`src/rtl/cihc_map.vh`:
```
// Register indices, reset values and timing counts of the interrupt and
// halt controller. Assumes a 4-bit data path in the low bits of a word.
`ifndef CIHC_MAP_VH
`define CIHC_MAP_VH

// Register indices; byte address is four times the index
`define CIHC_IDX_KLO_SEL 8'h90
`define CIHC_IDX_KLO_CMP 8'h92
`define CIHC_IDX_KHI_SEL 8'h94
`define CIHC_IDX_KHI_CMP 8'h96
`define CIHC_IDX_M_PT 8'hF0
`define CIHC_IDX_M_SIF 8'hF1
`define CIHC_IDX_M_KHI 8'hF2
`define CIHC_IDX_M_KLO 8'hF3
`define CIHC_IDX_M_CT 8'hF4
`define CIHC_IDX_F_PT 8'hF8
`define CIHC_IDX_F_SIF 8'hF9
`define CIHC_IDX_F_KHI 8'hFA
`define CIHC_IDX_F_KLO 8'hFB
`define CIHC_IDX_F_CT 8'hFC

// Field positions in the serial registers
`define CIHC_SIF_RX 0
`define CIHC_SIF_TX 1
`define CIHC_SIF_ERR 2

// Reset values
`define CIHC_RST_SEL 4'h0
`define CIHC_RST_CMP 4'hF
`define CIHC_RST_MASK 4'h0
`define CIHC_RST_FLAG 4'h0

// Vector page and low nibbles, highest priority first
`define CIHC_VEC_PAGE 4'h1
`define CIHC_VEC_NONE 4'h0
`define CIHC_VEC_PT 4'h2
`define CIHC_VEC_SERR 4'h4
`define CIHC_VEC_SRX 4'h6
`define CIHC_VEC_STX 4'h8
`define CIHC_VEC_KHI 4'hA
`define CIHC_VEC_KLO 4'hC
`define CIHC_VEC_CT 4'hE

// Service length in system clocks
`define CIHC_SERV_CYC 4'd12

// Watchdog period while halted
`define CIHC_WDT_SEC 3
`define CIHC_CLK_HZ 100000000
`define CIHC_WDT_CYC (`CIHC_WDT_SEC * `CIHC_CLK_HZ)

`endif

```
`src/rtl/cihc_irq_halt.v`:
```
// Interrupt factor flags, masks, priority vectoring and halt control.
// Assumes event inputs are one-cycle pulses or levels synchronous to clk_i.
//
// Contract
// - Request only when flag set, its mask 1, and interrupt enable 1.
// - Accepting an interrupt clears the interrupt enable flag.
// - Flags are read-only; reading a flag register clears its flags.
// - Reset clears all factor flags.
// - Timer zero sets F8 bit0; serial error/rx/tx set F9 bits 2/0/1.
// - Qualifying upper key edge sets FA bit0; lower group sets FB bit0.
// - Falling 1/2/8/16 Hz taps set FC bits 3/2/1/0.
// - Flags set even when masked; mask blocks only the request.
// - Mask bits read/write; 1 enables, 0 inhibits the request.
// - Reset clears all mask bits.
// - Lower key select bits at 90 enable each input; reset 0.
// - Lower key compare bits at 92 choose transition; reset 1.
// - Service starts only after the current instruction completes.
// - Push next PC to stack, then load page-1 vector 02 to 0E.
// - Push and vector load together take 12 system clocks.
// - Vectors 102 timer down to 10E clock timer, by priority.
// - Request supplies low four PC bits; rest selects page 1.
// - Vector lies in the bank the PC holds at interrupt time.
// - Halt stops execution while the oscillator keeps running.
// - An interrupt request wakes the halted CPU.
// - Without wake-up, watchdog forces restart from reset state.
//
// The implementer's own choice: the Avalon-MM register port.
`timescale 1ns/1ps
`include "cihc_map.vh"

module cihc_irq_halt #(
  parameter PC_W = 13,
  parameter [31:0] WDT_CYC = `CIHC_WDT_CYC
) (
  input wire clk_i,
  input wire rst_i,
  input wire [7:0] avs_address_i,
  input wire avs_read_i,
  input wire avs_write_i,
  input wire [31:0] avs_writedata_i,
  input wire [3:0] avs_byteenable_i,
  output reg [31:0] avs_readdata_o,
  output wire avs_waitrequest_o,
  input wire ptm_zero_i,
  input wire sif_err_i,
  input wire sif_rx_i,
  input wire sif_tx_i,
  input wire [3:0] key_hi_i,
  input wire [3:0] key_lo_i,
  input wire [3:0] ct_tap_i,
  input wire irq_en_set_i,
  input wire irq_en_clr_i,
  input wire instr_end_i,
  input wire halt_exec_i,
  input wire [PC_W-1:0] pc_next_i,
  output wire irq_o,
  output wire ie_o,
  output wire halted_o,
  output wire serv_busy_o,
  output reg stack_push_o,
  output reg [PC_W-1:0] stack_pc_o,
  output reg pc_load_o,
  output reg [PC_W-1:0] pc_vector_o,
  output reg wdt_restart_o
);

  localparam S_IDLE = 1'b0;
  localparam S_SERV = 1'b1;

  // Key edge against compare level: fires when input leaves compare value
  function [3:0] key_hit;
    input [3:0] prev;
    input [3:0] cur;
    input [3:0] sel;
    input [3:0] cmp;
    begin
      key_hit = sel & ~(prev ^ cmp) & (cur ^ cmp);
    end
  endfunction

  // Fixed priority, returns low PC nibble of the winning vector
  function [3:0] prio_vec;
    input [6:0] p;
    begin
      if (p[0]) prio_vec = `CIHC_VEC_PT;
      else if (p[1]) prio_vec = `CIHC_VEC_SERR;
      else if (p[2]) prio_vec = `CIHC_VEC_SRX;
      else if (p[3]) prio_vec = `CIHC_VEC_STX;
      else if (p[4]) prio_vec = `CIHC_VEC_KHI;
      else if (p[5]) prio_vec = `CIHC_VEC_KLO;
      else if (p[6]) prio_vec = `CIHC_VEC_CT;
      else prio_vec = `CIHC_VEC_NONE;
    end
  endfunction

  reg [3:0] klo_sel_q, klo_cmp_q, khi_sel_q, khi_cmp_q;
  reg m_pt_q, m_khi_q, m_klo_q;
  reg [2:0] m_sif_q;
  reg [3:0] m_ct_q;
  reg f_pt_q, f_khi_q, f_klo_q;
  reg [2:0] f_sif_q;
  reg [3:0] f_ct_q;
  reg [3:0] key_hi_q, key_lo_q, ct_tap_q;
  reg ack_q;
  reg [3:0] rd_bits_q;
  reg ie_q;
  reg halted_q;
  reg state_q;
  reg [3:0] cnt_q;
  reg [3:0] vec_q;
  reg [PC_W-13:0] bank_q;
  reg [31:0] wdt_q;
  reg [3:0] rd_d;

  wire bus_req = avs_read_i | avs_write_i;
  wire bus_done = bus_req & ack_q;
  wire wr_en = avs_write_i & bus_done & avs_byteenable_i[0];
  wire rd_done = avs_read_i & bus_done;
  wire [3:0] wd = avs_writedata_i[3:0];

  // One wait state: data is registered before waitrequest drops
  assign avs_waitrequest_o = bus_req & ~ack_q;

  wire [3:0] kh_ev = key_hit(key_hi_q, key_hi_i, khi_sel_q, khi_cmp_q);
  wire [3:0] kl_ev = key_hit(key_lo_q, key_lo_i, klo_sel_q, klo_cmp_q);
  wire [3:0] ct_ev = ct_tap_q & ~ct_tap_i;

  wire [6:0] pend;
  assign pend[0] = f_pt_q & m_pt_q;
  assign pend[1] = f_sif_q[`CIHC_SIF_ERR] & m_sif_q[`CIHC_SIF_ERR];
  assign pend[2] = f_sif_q[`CIHC_SIF_RX] & m_sif_q[`CIHC_SIF_RX];
  assign pend[3] = f_sif_q[`CIHC_SIF_TX] & m_sif_q[`CIHC_SIF_TX];
  assign pend[4] = f_khi_q & m_khi_q;
  assign pend[5] = f_klo_q & m_klo_q;
  assign pend[6] = |(f_ct_q & m_ct_q);

  assign irq_o = (|pend) & ie_q;
  assign ie_o = ie_q;
  assign halted_o = halted_q;
  assign serv_busy_o = (state_q == S_SERV);

  // Halted CPU sits at a boundary already
  wire boundary = instr_end_i | halted_q;
  wire accept = irq_o & boundary & (state_q == S_IDLE);

  always @* begin
    rd_d = 4'h0;
    case (avs_address_i)
      `CIHC_IDX_KLO_SEL: rd_d = klo_sel_q;
      `CIHC_IDX_KLO_CMP: rd_d = klo_cmp_q;
      `CIHC_IDX_KHI_SEL: rd_d = khi_sel_q;
      `CIHC_IDX_KHI_CMP: rd_d = khi_cmp_q;
      `CIHC_IDX_M_PT: rd_d = {3'b000, m_pt_q};
      `CIHC_IDX_M_SIF: rd_d = {1'b0, m_sif_q};
      `CIHC_IDX_M_KHI: rd_d = {3'b000, m_khi_q};
      `CIHC_IDX_M_KLO: rd_d = {3'b000, m_klo_q};
      `CIHC_IDX_M_CT: rd_d = m_ct_q;
      `CIHC_IDX_F_PT: rd_d = {3'b000, f_pt_q};
      `CIHC_IDX_F_SIF: rd_d = {1'b0, f_sif_q};
      `CIHC_IDX_F_KHI: rd_d = {3'b000, f_khi_q};
      `CIHC_IDX_F_KLO: rd_d = {3'b000, f_klo_q};
      `CIHC_IDX_F_CT: rd_d = f_ct_q;
      default: rd_d = 4'h0;
    endcase
  end

  // Bus handshake and read capture
  always @(posedge clk_i) begin
    if (rst_i) begin
      ack_q <= 1'b0;
      avs_readdata_o <= 32'h00000000;
      rd_bits_q <= 4'h0;
    end else begin
      ack_q <= bus_req & ~ack_q;
      if (avs_read_i & ~ack_q) begin
        avs_readdata_o <= {28'h0000000, rd_d};
        rd_bits_q <= rd_d;
      end
    end
  end

  // Only the bits actually returned are cleared, so a flag that rises
  // between capture and completion survives the read
  wire clr_pt = rd_done & (avs_address_i == `CIHC_IDX_F_PT);
  wire clr_sif = rd_done & (avs_address_i == `CIHC_IDX_F_SIF);
  wire clr_khi = rd_done & (avs_address_i == `CIHC_IDX_F_KHI);
  wire clr_klo = rd_done & (avs_address_i == `CIHC_IDX_F_KLO);
  wire clr_ct = rd_done & (avs_address_i == `CIHC_IDX_F_CT);
  wire [2:0] sif_ev;
  assign sif_ev[`CIHC_SIF_RX] = sif_rx_i;
  assign sif_ev[`CIHC_SIF_TX] = sif_tx_i;
  assign sif_ev[`CIHC_SIF_ERR] = sif_err_i;

  // Factor flags, set wins over clear, mask not involved
  always @(posedge clk_i) begin
    if (rst_i) begin
      f_pt_q <= 1'b0;
      f_sif_q <= 3'b000;
      f_khi_q <= 1'b0;
      f_klo_q <= 1'b0;
      f_ct_q <= `CIHC_RST_FLAG;
      key_hi_q <= 4'h0;
      key_lo_q <= 4'h0;
      ct_tap_q <= 4'h0;
    end else begin
      key_hi_q <= key_hi_i;
      key_lo_q <= key_lo_i;
      ct_tap_q <= ct_tap_i;
      f_pt_q <= (f_pt_q & ~(clr_pt & rd_bits_q[0])) | ptm_zero_i;
      f_sif_q <= (f_sif_q & ~({3{clr_sif}} & rd_bits_q[2:0]))
        | sif_ev;
      f_khi_q <= (f_khi_q & ~(clr_khi & rd_bits_q[0])) | (|kh_ev);
      f_klo_q <= (f_klo_q & ~(clr_klo & rd_bits_q[0])) | (|kl_ev);
      f_ct_q <= (f_ct_q & ~({4{clr_ct}} & rd_bits_q)) | ct_ev;
    end
  end

  // Writable registers; flag indices ignore writes
  always @(posedge clk_i) begin
    if (rst_i) begin
      klo_sel_q <= `CIHC_RST_SEL;
      klo_cmp_q <= `CIHC_RST_CMP;
      khi_sel_q <= `CIHC_RST_SEL;
      khi_cmp_q <= `CIHC_RST_CMP;
      m_pt_q <= 1'b0;
      m_sif_q <= 3'b000;
      m_khi_q <= 1'b0;
      m_klo_q <= 1'b0;
      m_ct_q <= `CIHC_RST_MASK;
    end else if (wr_en) begin
      // Mask writes while enabled are accepted; keeping them safe is
      // left to software
      case (avs_address_i)
        `CIHC_IDX_KLO_SEL: klo_sel_q <= wd;
        `CIHC_IDX_KLO_CMP: klo_cmp_q <= wd;
        `CIHC_IDX_KHI_SEL: khi_sel_q <= wd;
        `CIHC_IDX_KHI_CMP: khi_cmp_q <= wd;
        `CIHC_IDX_M_PT: m_pt_q <= wd[0];
        `CIHC_IDX_M_SIF: m_sif_q <= wd[2:0];
        `CIHC_IDX_M_KHI: m_khi_q <= wd[0];
        `CIHC_IDX_M_KLO: m_klo_q <= wd[0];
        `CIHC_IDX_M_CT: m_ct_q <= wd;
        default: m_pt_q <= m_pt_q;
      endcase
    end
  end

  // Interrupt enable flag held for the CPU
  always @(posedge clk_i) begin
    if (rst_i) begin
      ie_q <= 1'b0;
    end else if (accept) begin
      ie_q <= 1'b0;
    end else if (irq_en_clr_i) begin
      ie_q <= 1'b0;
    end else if (irq_en_set_i) begin
      ie_q <= 1'b1;
    end
  end

  // Service sequence: push on entry, vector load on the twelfth clock
  always @(posedge clk_i) begin
    if (rst_i) begin
      state_q <= S_IDLE;
      cnt_q <= 4'd0;
      vec_q <= `CIHC_VEC_NONE;
      bank_q <= {(PC_W-12){1'b0}};
      stack_push_o <= 1'b0;
      stack_pc_o <= {PC_W{1'b0}};
      pc_load_o <= 1'b0;
      pc_vector_o <= {PC_W{1'b0}};
    end else begin
      stack_push_o <= 1'b0;
      pc_load_o <= 1'b0;
      case (state_q)
        S_IDLE: begin
          if (accept) begin
            state_q <= S_SERV;
            cnt_q <= 4'd1;
            vec_q <= prio_vec(pend);
            bank_q <= pc_next_i[PC_W-1:12];
            stack_push_o <= 1'b1;
            stack_pc_o <= pc_next_i;
          end
        end
        S_SERV: begin
          if (cnt_q == `CIHC_SERV_CYC - 4'd1) begin
            state_q <= S_IDLE;
            cnt_q <= 4'd0;
            pc_load_o <= 1'b1;
            pc_vector_o <= {bank_q, `CIHC_VEC_PAGE, 4'h0, vec_q};
          end else begin
            cnt_q <= cnt_q + 4'd1;
          end
        end
        default: state_q <= S_IDLE;
      endcase
    end
  end

  // Halt; clock keeps running so flags and watchdog still advance
  always @(posedge clk_i) begin
    if (rst_i) begin
      halted_q <= 1'b0;
      wdt_q <= 32'h00000000;
      wdt_restart_o <= 1'b0;
    end else begin
      wdt_restart_o <= 1'b0;
      if (halted_q) begin
        if (irq_o) begin
          halted_q <= 1'b0;
          wdt_q <= 32'h00000000;
        end else if (wdt_q == WDT_CYC - 32'd1) begin
          halted_q <= 1'b0;
          wdt_q <= 32'h00000000;
          wdt_restart_o <= 1'b1;
        end else begin
          wdt_q <= wdt_q + 32'd1;
        end
      end else if (halt_exec_i) begin
        halted_q <= 1'b1;
        wdt_q <= 32'h00000000;
      end
    end
  end

endmodule

```
`config.mk`:
```
export PLATFORM = sky130hd
export DESIGN_NAME = cihc_irq_halt
export DESIGN_NICKNAME = d
export VERILOG_FILES = /design/src/rtl/cihc_irq_halt.v
export VERILOG_INCLUDE_DIRS = /design/src /design/src/rtl
export SDC_FILE = /design/constraint.sdc
export NUM_CORES = 1
export LEC_CHECK = 0
export ABC_AREA = 1
export BUFFER_PORTS_ARGS = -buffer_cell sky130_fd_sc_hd__clkbuf_2
export CAP_MARGIN = 25
export CELL_PAD_IN_SITES_DETAIL_PLACEMENT = 1
export CELL_PAD_IN_SITES_GLOBAL_PLACEMENT = 1
export CORE_MARGIN = 2
export CORE_UTILIZATION = 34
export CTS_CLUSTER_SIZE = 12
export DETAILED_ROUTE_END_ITERATION = 7
export HOLD_SLACK_MARGIN = 0.08
export PLACE_DENSITY = 0.88
export SKIP_CTS_REPAIR_TIMING = 1
export SLEW_MARGIN = 10
export SYNTH_ARGS = -nofsm -noshare
export SYNTH_HDL_FRONTEND = slang
export SYNTH_SLANG_ARGS = --single-unit
```
`constraint.sdc`:
```
create_clock -name clk_i -period 1.59 [get_ports clk_i]
set_input_delay 0.159 -clock clk_i [delete_from_list [all_inputs] [get_ports clk_i]]
set_output_delay 0.159 -clock clk_i [all_outputs]
set_load 0.02 [all_outputs]
```
Word level (Yosys, flattened, before mapping)
Cells that the tools add are included.
{"block": "word_totals", "inputBits": 81, "latchBits": 0, "ramBits": 0, "romBits": 0, "reg_bits": 119, "wordCells": 152, "memories": 0}
{"block": "op_classes", "add_sub_neg": 2, "n_lt_le_gt_ge": 0, "div_mod_pow": 0, "n_shift": 0, "reduce_logical": 20, "n_mul": 0, "mux": 24, "n_bitwise": 58, "n_eq_ne": 17}
{"operator": "two-way mux 32 bit", "count": 4}
{"operator": "== test 8 bit, second input constant", "count": 14}
{"operator": "case mux 4 bit (14 select lines)", "count": 1}
{"operator": "two-way mux 4 bit", "count": 9}
{"operator": "adder 32 x 1 -> 32 bit, second input constant", "count": 1}
{"operator": "AND 4 bit", "count": 8}
{"operator": "== test 32 x 29 -> 1 bit, second input constant", "count": 1}
{"operator": "AND 1 bit", "count": 26}
{"operator": "AND reduction 2 bit", "count": 11}
{"operator": "NOT 4 bit", "count": 4}
{"operator": "XOR 4 bit", "count": 4}
{"operator": "OR reduction 4 bit", "count": 3}
{"operator": "OR reduction 10 bit", "count": 1}
{"operator": "two-way mux 1 bit", "count": 8}
{"operator": "case mux 4 bit (2 select lines)", "count": 1}
{"operator": "AND 3 bit", "count": 2}
{"operator": "NOT 1 bit", "count": 6}
{"operator": "OR reduction 3 bit", "count": 2}
{"operator": "OR 1 bit", "count": 5}
{"operator": "adder 4 x 1 -> 4 bit, second input constant", "count": 1}
{"operator": "== test 4 bit, second input constant", "count": 1}
{"operator": "OR 4 bit", "count": 1}
{"operator": "OR reduction 2 bit", "count": 2}
{"operator": "NOT 3 bit", "count": 1}
{"operator": "other kinds (4)", "count": 4}

Logic depth before layout (Yosys ltp)
{"block": "depth", "word_depth": 9, "mapped_depth": 12}

Least setup slack after synthesis
No wires, ideal clock.
{"block": "synth_path", "path_type": "register to register", "start": "register wdt_q[1]", "end": "register wdt_q[5]", "path_buffers": 1, "path_stages_with_launch": 12, "path_slack_ns": 0.068, "synth_period_minus_slack_ns": 1.522, "t_arrival_ns": 1.405, "cell_sequence": "dfxtp_1 > ha_1 > nand3_2 > inv_2 > nand2_1 > inv_1 > nand2_1 > nor2_2 > nor2_2 > o21ai_2 > buf_6 > nor2_1"}
{"block": "synth_via", "elab_chain_len": 4, "elab_cells_between_ends": 5, "classes_between": "add/sub: 1; eq/ne: 1; mux: 3"}
{"element": "start: declaration", "line_no": "cihc_irq_halt.v:112", "rtl": "reg [31:0] wdt_q;"}
{"element": "start signal: assignment", "line_no": "cihc_irq_halt.v:318", "rtl": "wdt_q <= wdt_q + 32'd1;"}
{"element": "adder 32 x 1 -> 32 bit or == test 32 x 29 -> 1 bit (tied branches)", "line_no": "cihc_irq_halt.v:318, cihc_irq_halt.v:313"}
{"element": "two-way mux 32 bit *", "line_no": "cihc_irq_halt.v:313", "rtl": "end else if (wdt_q == WDT_CYC - 32'd1) begin"}
{"element": "two-way mux 32 bit *", "line_no": "cihc_irq_halt.v:310", "rtl": "if (irq_o) begin"}
{"element": "two-way mux 32 bit *", "line_no": "cihc_irq_halt.v:309", "rtl": "if (halted_q) begin"}
Mark *: on every way between the ends. The rest lies on a longest branch, timed or not.
A chain may end at the register's enable or synchronous reset.

Final worst setup path
{"block": "layout_path", "start": "register m_pt_q", "end": "output port irq_o"}
{"block": "layout_via", "elab_chain_len": 3}
{"element": "start: declaration", "line_no": "cihc_irq_halt.v:97", "rtl": "reg m_pt_q, m_khi_q, m_klo_q;"}
{"element": "start signal: assignment", "line_no": "cihc_irq_halt.v:238", "rtl": "`CIHC_IDX_M_PT: m_pt_q <= wd[0];"}
{"element": "start signal: assignment", "line_no": "cihc_irq_halt.v:243", "rtl": "default: m_pt_q <= m_pt_q;"}
{"element": "AND 1 bit", "line_no": "cihc_irq_halt.v:129", "rtl": "assign pend[0] = f_pt_q & m_pt_q;"}
{"element": "OR reduction 10 bit", "line_no": "cihc_irq_halt.v:137", "rtl": "assign irq_o = (|pend) & ie_q;"}
{"element": "AND 1 bit", "line_no": "cihc_irq_halt.v:137"}
{"element": "end: declaration", "line_no": "cihc_irq_halt.v:56", "rtl": "output wire irq_o,"}
No other way between the ends.

==> flow_summary_export.csv <==
group,metric,value,unit
status,status,"complete, but fails checks",
status,failing_checks,"setup timing",
global_route,grt.overflow.total,0,
floorplan,num_rows,48,
cells_and_area,area.growth.synth_to_final,37.6,%
power,p_seq_share,38.5,%
synthesis,yosys-top-cells-count,"217 x sky130_fd_sc_hd__nand2_1, 116 x sky130_fd_sc_hd__dfxtp_1, 114 x sky130_fd_sc_hd__nor2_1, 97 x sky130_fd_sc_hd__inv_1, 77 x sky130_fd_sc_hd__a21oi_1",
power,power-per-cell-area,927,nW/um^2
cts,cts_htree_levels,4,
floorplan,initial_standard_cell_utilization_of_the_core,34.9,%
cells_and_area,largest_registers,"wdt_q: 32 flops, stack_pc_o: 13 flops, pc_vector_o: 5 flops",
synthesis,yosys.area_share.adder,0.413,%
setup_path,crit_path_max_fanout,6,
cts,numCtsBuffers,17,
cells_and_area,share_of_final_layout_standard_cells_stronger_than_drive_strength_1,27.9,%
global_route,antenna_found_initial,0,
place,global_placement_routability_congestion,0.904,
place,post-dp-hpwl,14.6,mm
cells_and_area,final_net_count,1164,
place,port_buffers,79,
synthesis,synth_top_area_share,38.3,%
timing,worst_clock_skew,0.0146,ns
timing,fmax,0.523,GHz
global_route,groute.usage.overall,22.4,%
synthesis,synth_simple_gate_area_share,33.3,%
synthesis,ys_types,36,
global_route,largest_net_degree_at_the_start_of_global_routing,72,
setup_path,timing.reg2reg.worst_path_depth,11,
power,peakVddDrop,0.759,mV
timing,setup_viol_count_final,53,
synthesis,synth-seq-cells,116,
floorplan,io_pins,147,
synthesis,syn-instance-count,907,
route,antenna_violation_net_count_after_detailed_routing,0,
timing,final_period_minus_worst_setup_slack,1.91,ns
synthesis,synth_compound_gate_area_share,12.7,%
synthesis,synth_seq_area_share,38.3,%
synthesis,synth_top_flop_cell,"sky130_fd_sc_hd__dfxtp_1",
synthesis,synth.largest_area_cell,"sky130_fd_sc_hd__dfxtp_1",
cts,clk_sink_count,116,
place,dp_worst_setup_slack,-0.0539,ns
synthesis,yosysWarnings,0,
power,switching_share,24.9,%
power,p_leak,0.00362,uW
setup_path,timing.critical_path.to_type,"primary output",
job,drv.max_cap_violation_count,0,
setup_path,criticalPathCategory,"reg -> out",
cts,tritoncts,"done",
worst_hold_path,hold_path_class,"in -> reg",
synthesis,synth.area.mux_share,0,%
timing,min_period_over_period,120,%
setup_path,regToRegSetupSlack,-0.29,ns
synthesis,synth_top_cells_by_area,"sky130_fd_sc_hd__dfxtp_1 38%, sky130_fd_sc_hd__nand2_1 13%, sky130_fd_sc_hd__nor2_1 7.1%",
synthesis,synth_async_sr_flop_share,0,%
timing,setup_slack,-0.321,ns
route,first_pass_iteration_count_of_the_detailed_router,6,
power,power_frac_clock,54.0,%
route,post_drt_wl_per_cell,18.7,um
cells_and_area,register_with_the_most_flip_flops,"wdt_q",
floorplan,design.core.area,17400,sq um
setup_path,cp-start-kind,"register",
global_route,grt_pass1_vias,6637,
setup_path,worst_ep_arrival_time,1.75,ns
cts,insertion_delay,0.44,ns
power,total_power,7740,uW
synthesis,avgSynthCellArea,6.69,sq um
global_route,grt_first_pass_wirelength,32.9,mm
cells_and_area,antenna_diodes,0,
timing,rsz0062_at_grt,"yes",
route,vias,6987,
cts,clockBufferDepth,2,
synthesis,mappedNetlistArea,6070,sq um
timing,timing.final.max_slew_violations,0,
cts,clk_transition_reported_paths,0.06,ns
floorplan,fp.dieArea,18900,sq um
synthesis,most_repeated_cell_in_the_gate_level_netlist_after_synthesis,"sky130_fd_sc_hd__nand2_1",
power,cellInternalPower,5810,uW
route,routed_wl,24.7,mm
cts,master_cell_of_the_clock_root_buffer,"sky130_fd_sc_hd__clkbuf_16",
synthesis,synth-edff-count,0,
timing,finalSetupTns,-7.82,ns
route,remaining_drc_errors,0,
worst_hold_path,holdPathStages,3,
power,combPwrFrac,7.5,%
route,drt_first_iter_violations,530,
timing,hold_viol_final,0,
floorplan,die-height,138,um
synthesis,synth_top_family_by_area,"simple AND/OR/NAND/NOR gates",
setup_path,required,1.43,ns
power,netSwitchingPower,1920,uW
cells_and_area,largest_register_ffs,32,
route,detail_route.vias_per_cell,5.30,
synthesis,post_synth_xor_xnor_area,2.31,%
floorplan,die-width,138,um
-- final timing paths --
check	start	endpoint
setup reg to reg	m_pt_q	wdt_q[16]
hold reg to reg	ct_tap_q[0]	f_ct_q[0]
hold / removal	avs_writedata_i[1]	khi_cmp_q[1]
setup / recovery	m_pt_q	irq_o
-- power by group through the flow --
stage	sequential [uW]	clock [uW]	combinational, uW
2_1_floorplan	3030	0	338
3_3_place_gp	3030	0	448
3_5_place_dp	3040	0	463
4_1_cts	2970	4160	468
5_1_grt	2980	4360	622
6_report	2980	4180	578
-- layout make-up --
cell class	instances	area (sq um)
Fill cell	2193	9010
Clock inverter	12	179
Inverter	101	382
Tap cell	225	282
Sequential cell	116	2360
Multi-Input combinational cell	662	3370
Clock buffer	20	447
Timing Repair Buffer	183	1330
-- cells by family (layout without fill, tap and decap cells) --
group | count (synthesis) | in the layout
AO/OA/AOI/OAI | 145 | 145
XOR/XNOR | 16 | 16
adder cells (fa/ha/maj) | 2 | 2
buffers and inverters | 164 | 316
flip-flops | 116 | 116
other | 1 | 36
AND/OR/NAND/NOR | 463 | 463
-- metrics by stage --
stage                     hold WS (ns)  area [sq um]  util (%)  std cells
final                           0.0581          8350      48.1       1319
after CTS                      -0.0563          7560      43.6       1272
after global routing            0.0925          8350      48.1       1319
after detailed placement         0.391          6940      40.0       1240
after global placement           0.381          6940      40.0       1240
after floorplan                  0.284          6200         -        942
-- critical path, stage by stage (launching register included) --
cell	delay (ns)
sky130_fd_sc_hd__dfxtp_2	0.33
sky130_fd_sc_hd__nand2_2	0.11
sky130_fd_sc_hd__nand2_1	0.08
sky130_fd_sc_hd__nor2_1	0.18
sky130_fd_sc_hd__nand3b_1	0.18
sky130_fd_sc_hd__nand2_4	0.13
sky130_fd_sc_hd__inv_4	0.05
sky130_fd_sc_hd__buf_8	0.12
sky130_fd_sc_hd__buf_6	0.12
-- layer usage --
metal,vias to the layer above,track usage [%],part of all wire [%]
li1,3221,-,-
met1,3397,25.7,39
met2,274,40.1,52
met3,95,4.97,4.9
met4,0,8.99,4.7
met5,-,0,0
-- placed cells by master, fill, tap and decap left out, types with 26 or more instances in the layout --
cell                            count
sky130_fd_sc_hd__o21ai_0           48
sky130_fd_sc_hd__buf_4             62
sky130_fd_sc_hd__nand3_1           61
sky130_fd_sc_hd__a21oi_1           66
sky130_fd_sc_hd__inv_1             92
sky130_fd_sc_hd__clkbuf_2          78
sky130_fd_sc_hd__nor2_1            96
sky130_fd_sc_hd__dfxtp_1           88
sky130_fd_sc_hd__nand2_1          194
sky130_fd_sc_hd__conb_1            36
sky130_fd_sc_hd__dlygate4sd3_1     34
sky130_fd_sc_hd__dfxtp_2           26
sky130_fd_sc_hd__nand4_1           29
(Power assumes the default switching activity.)
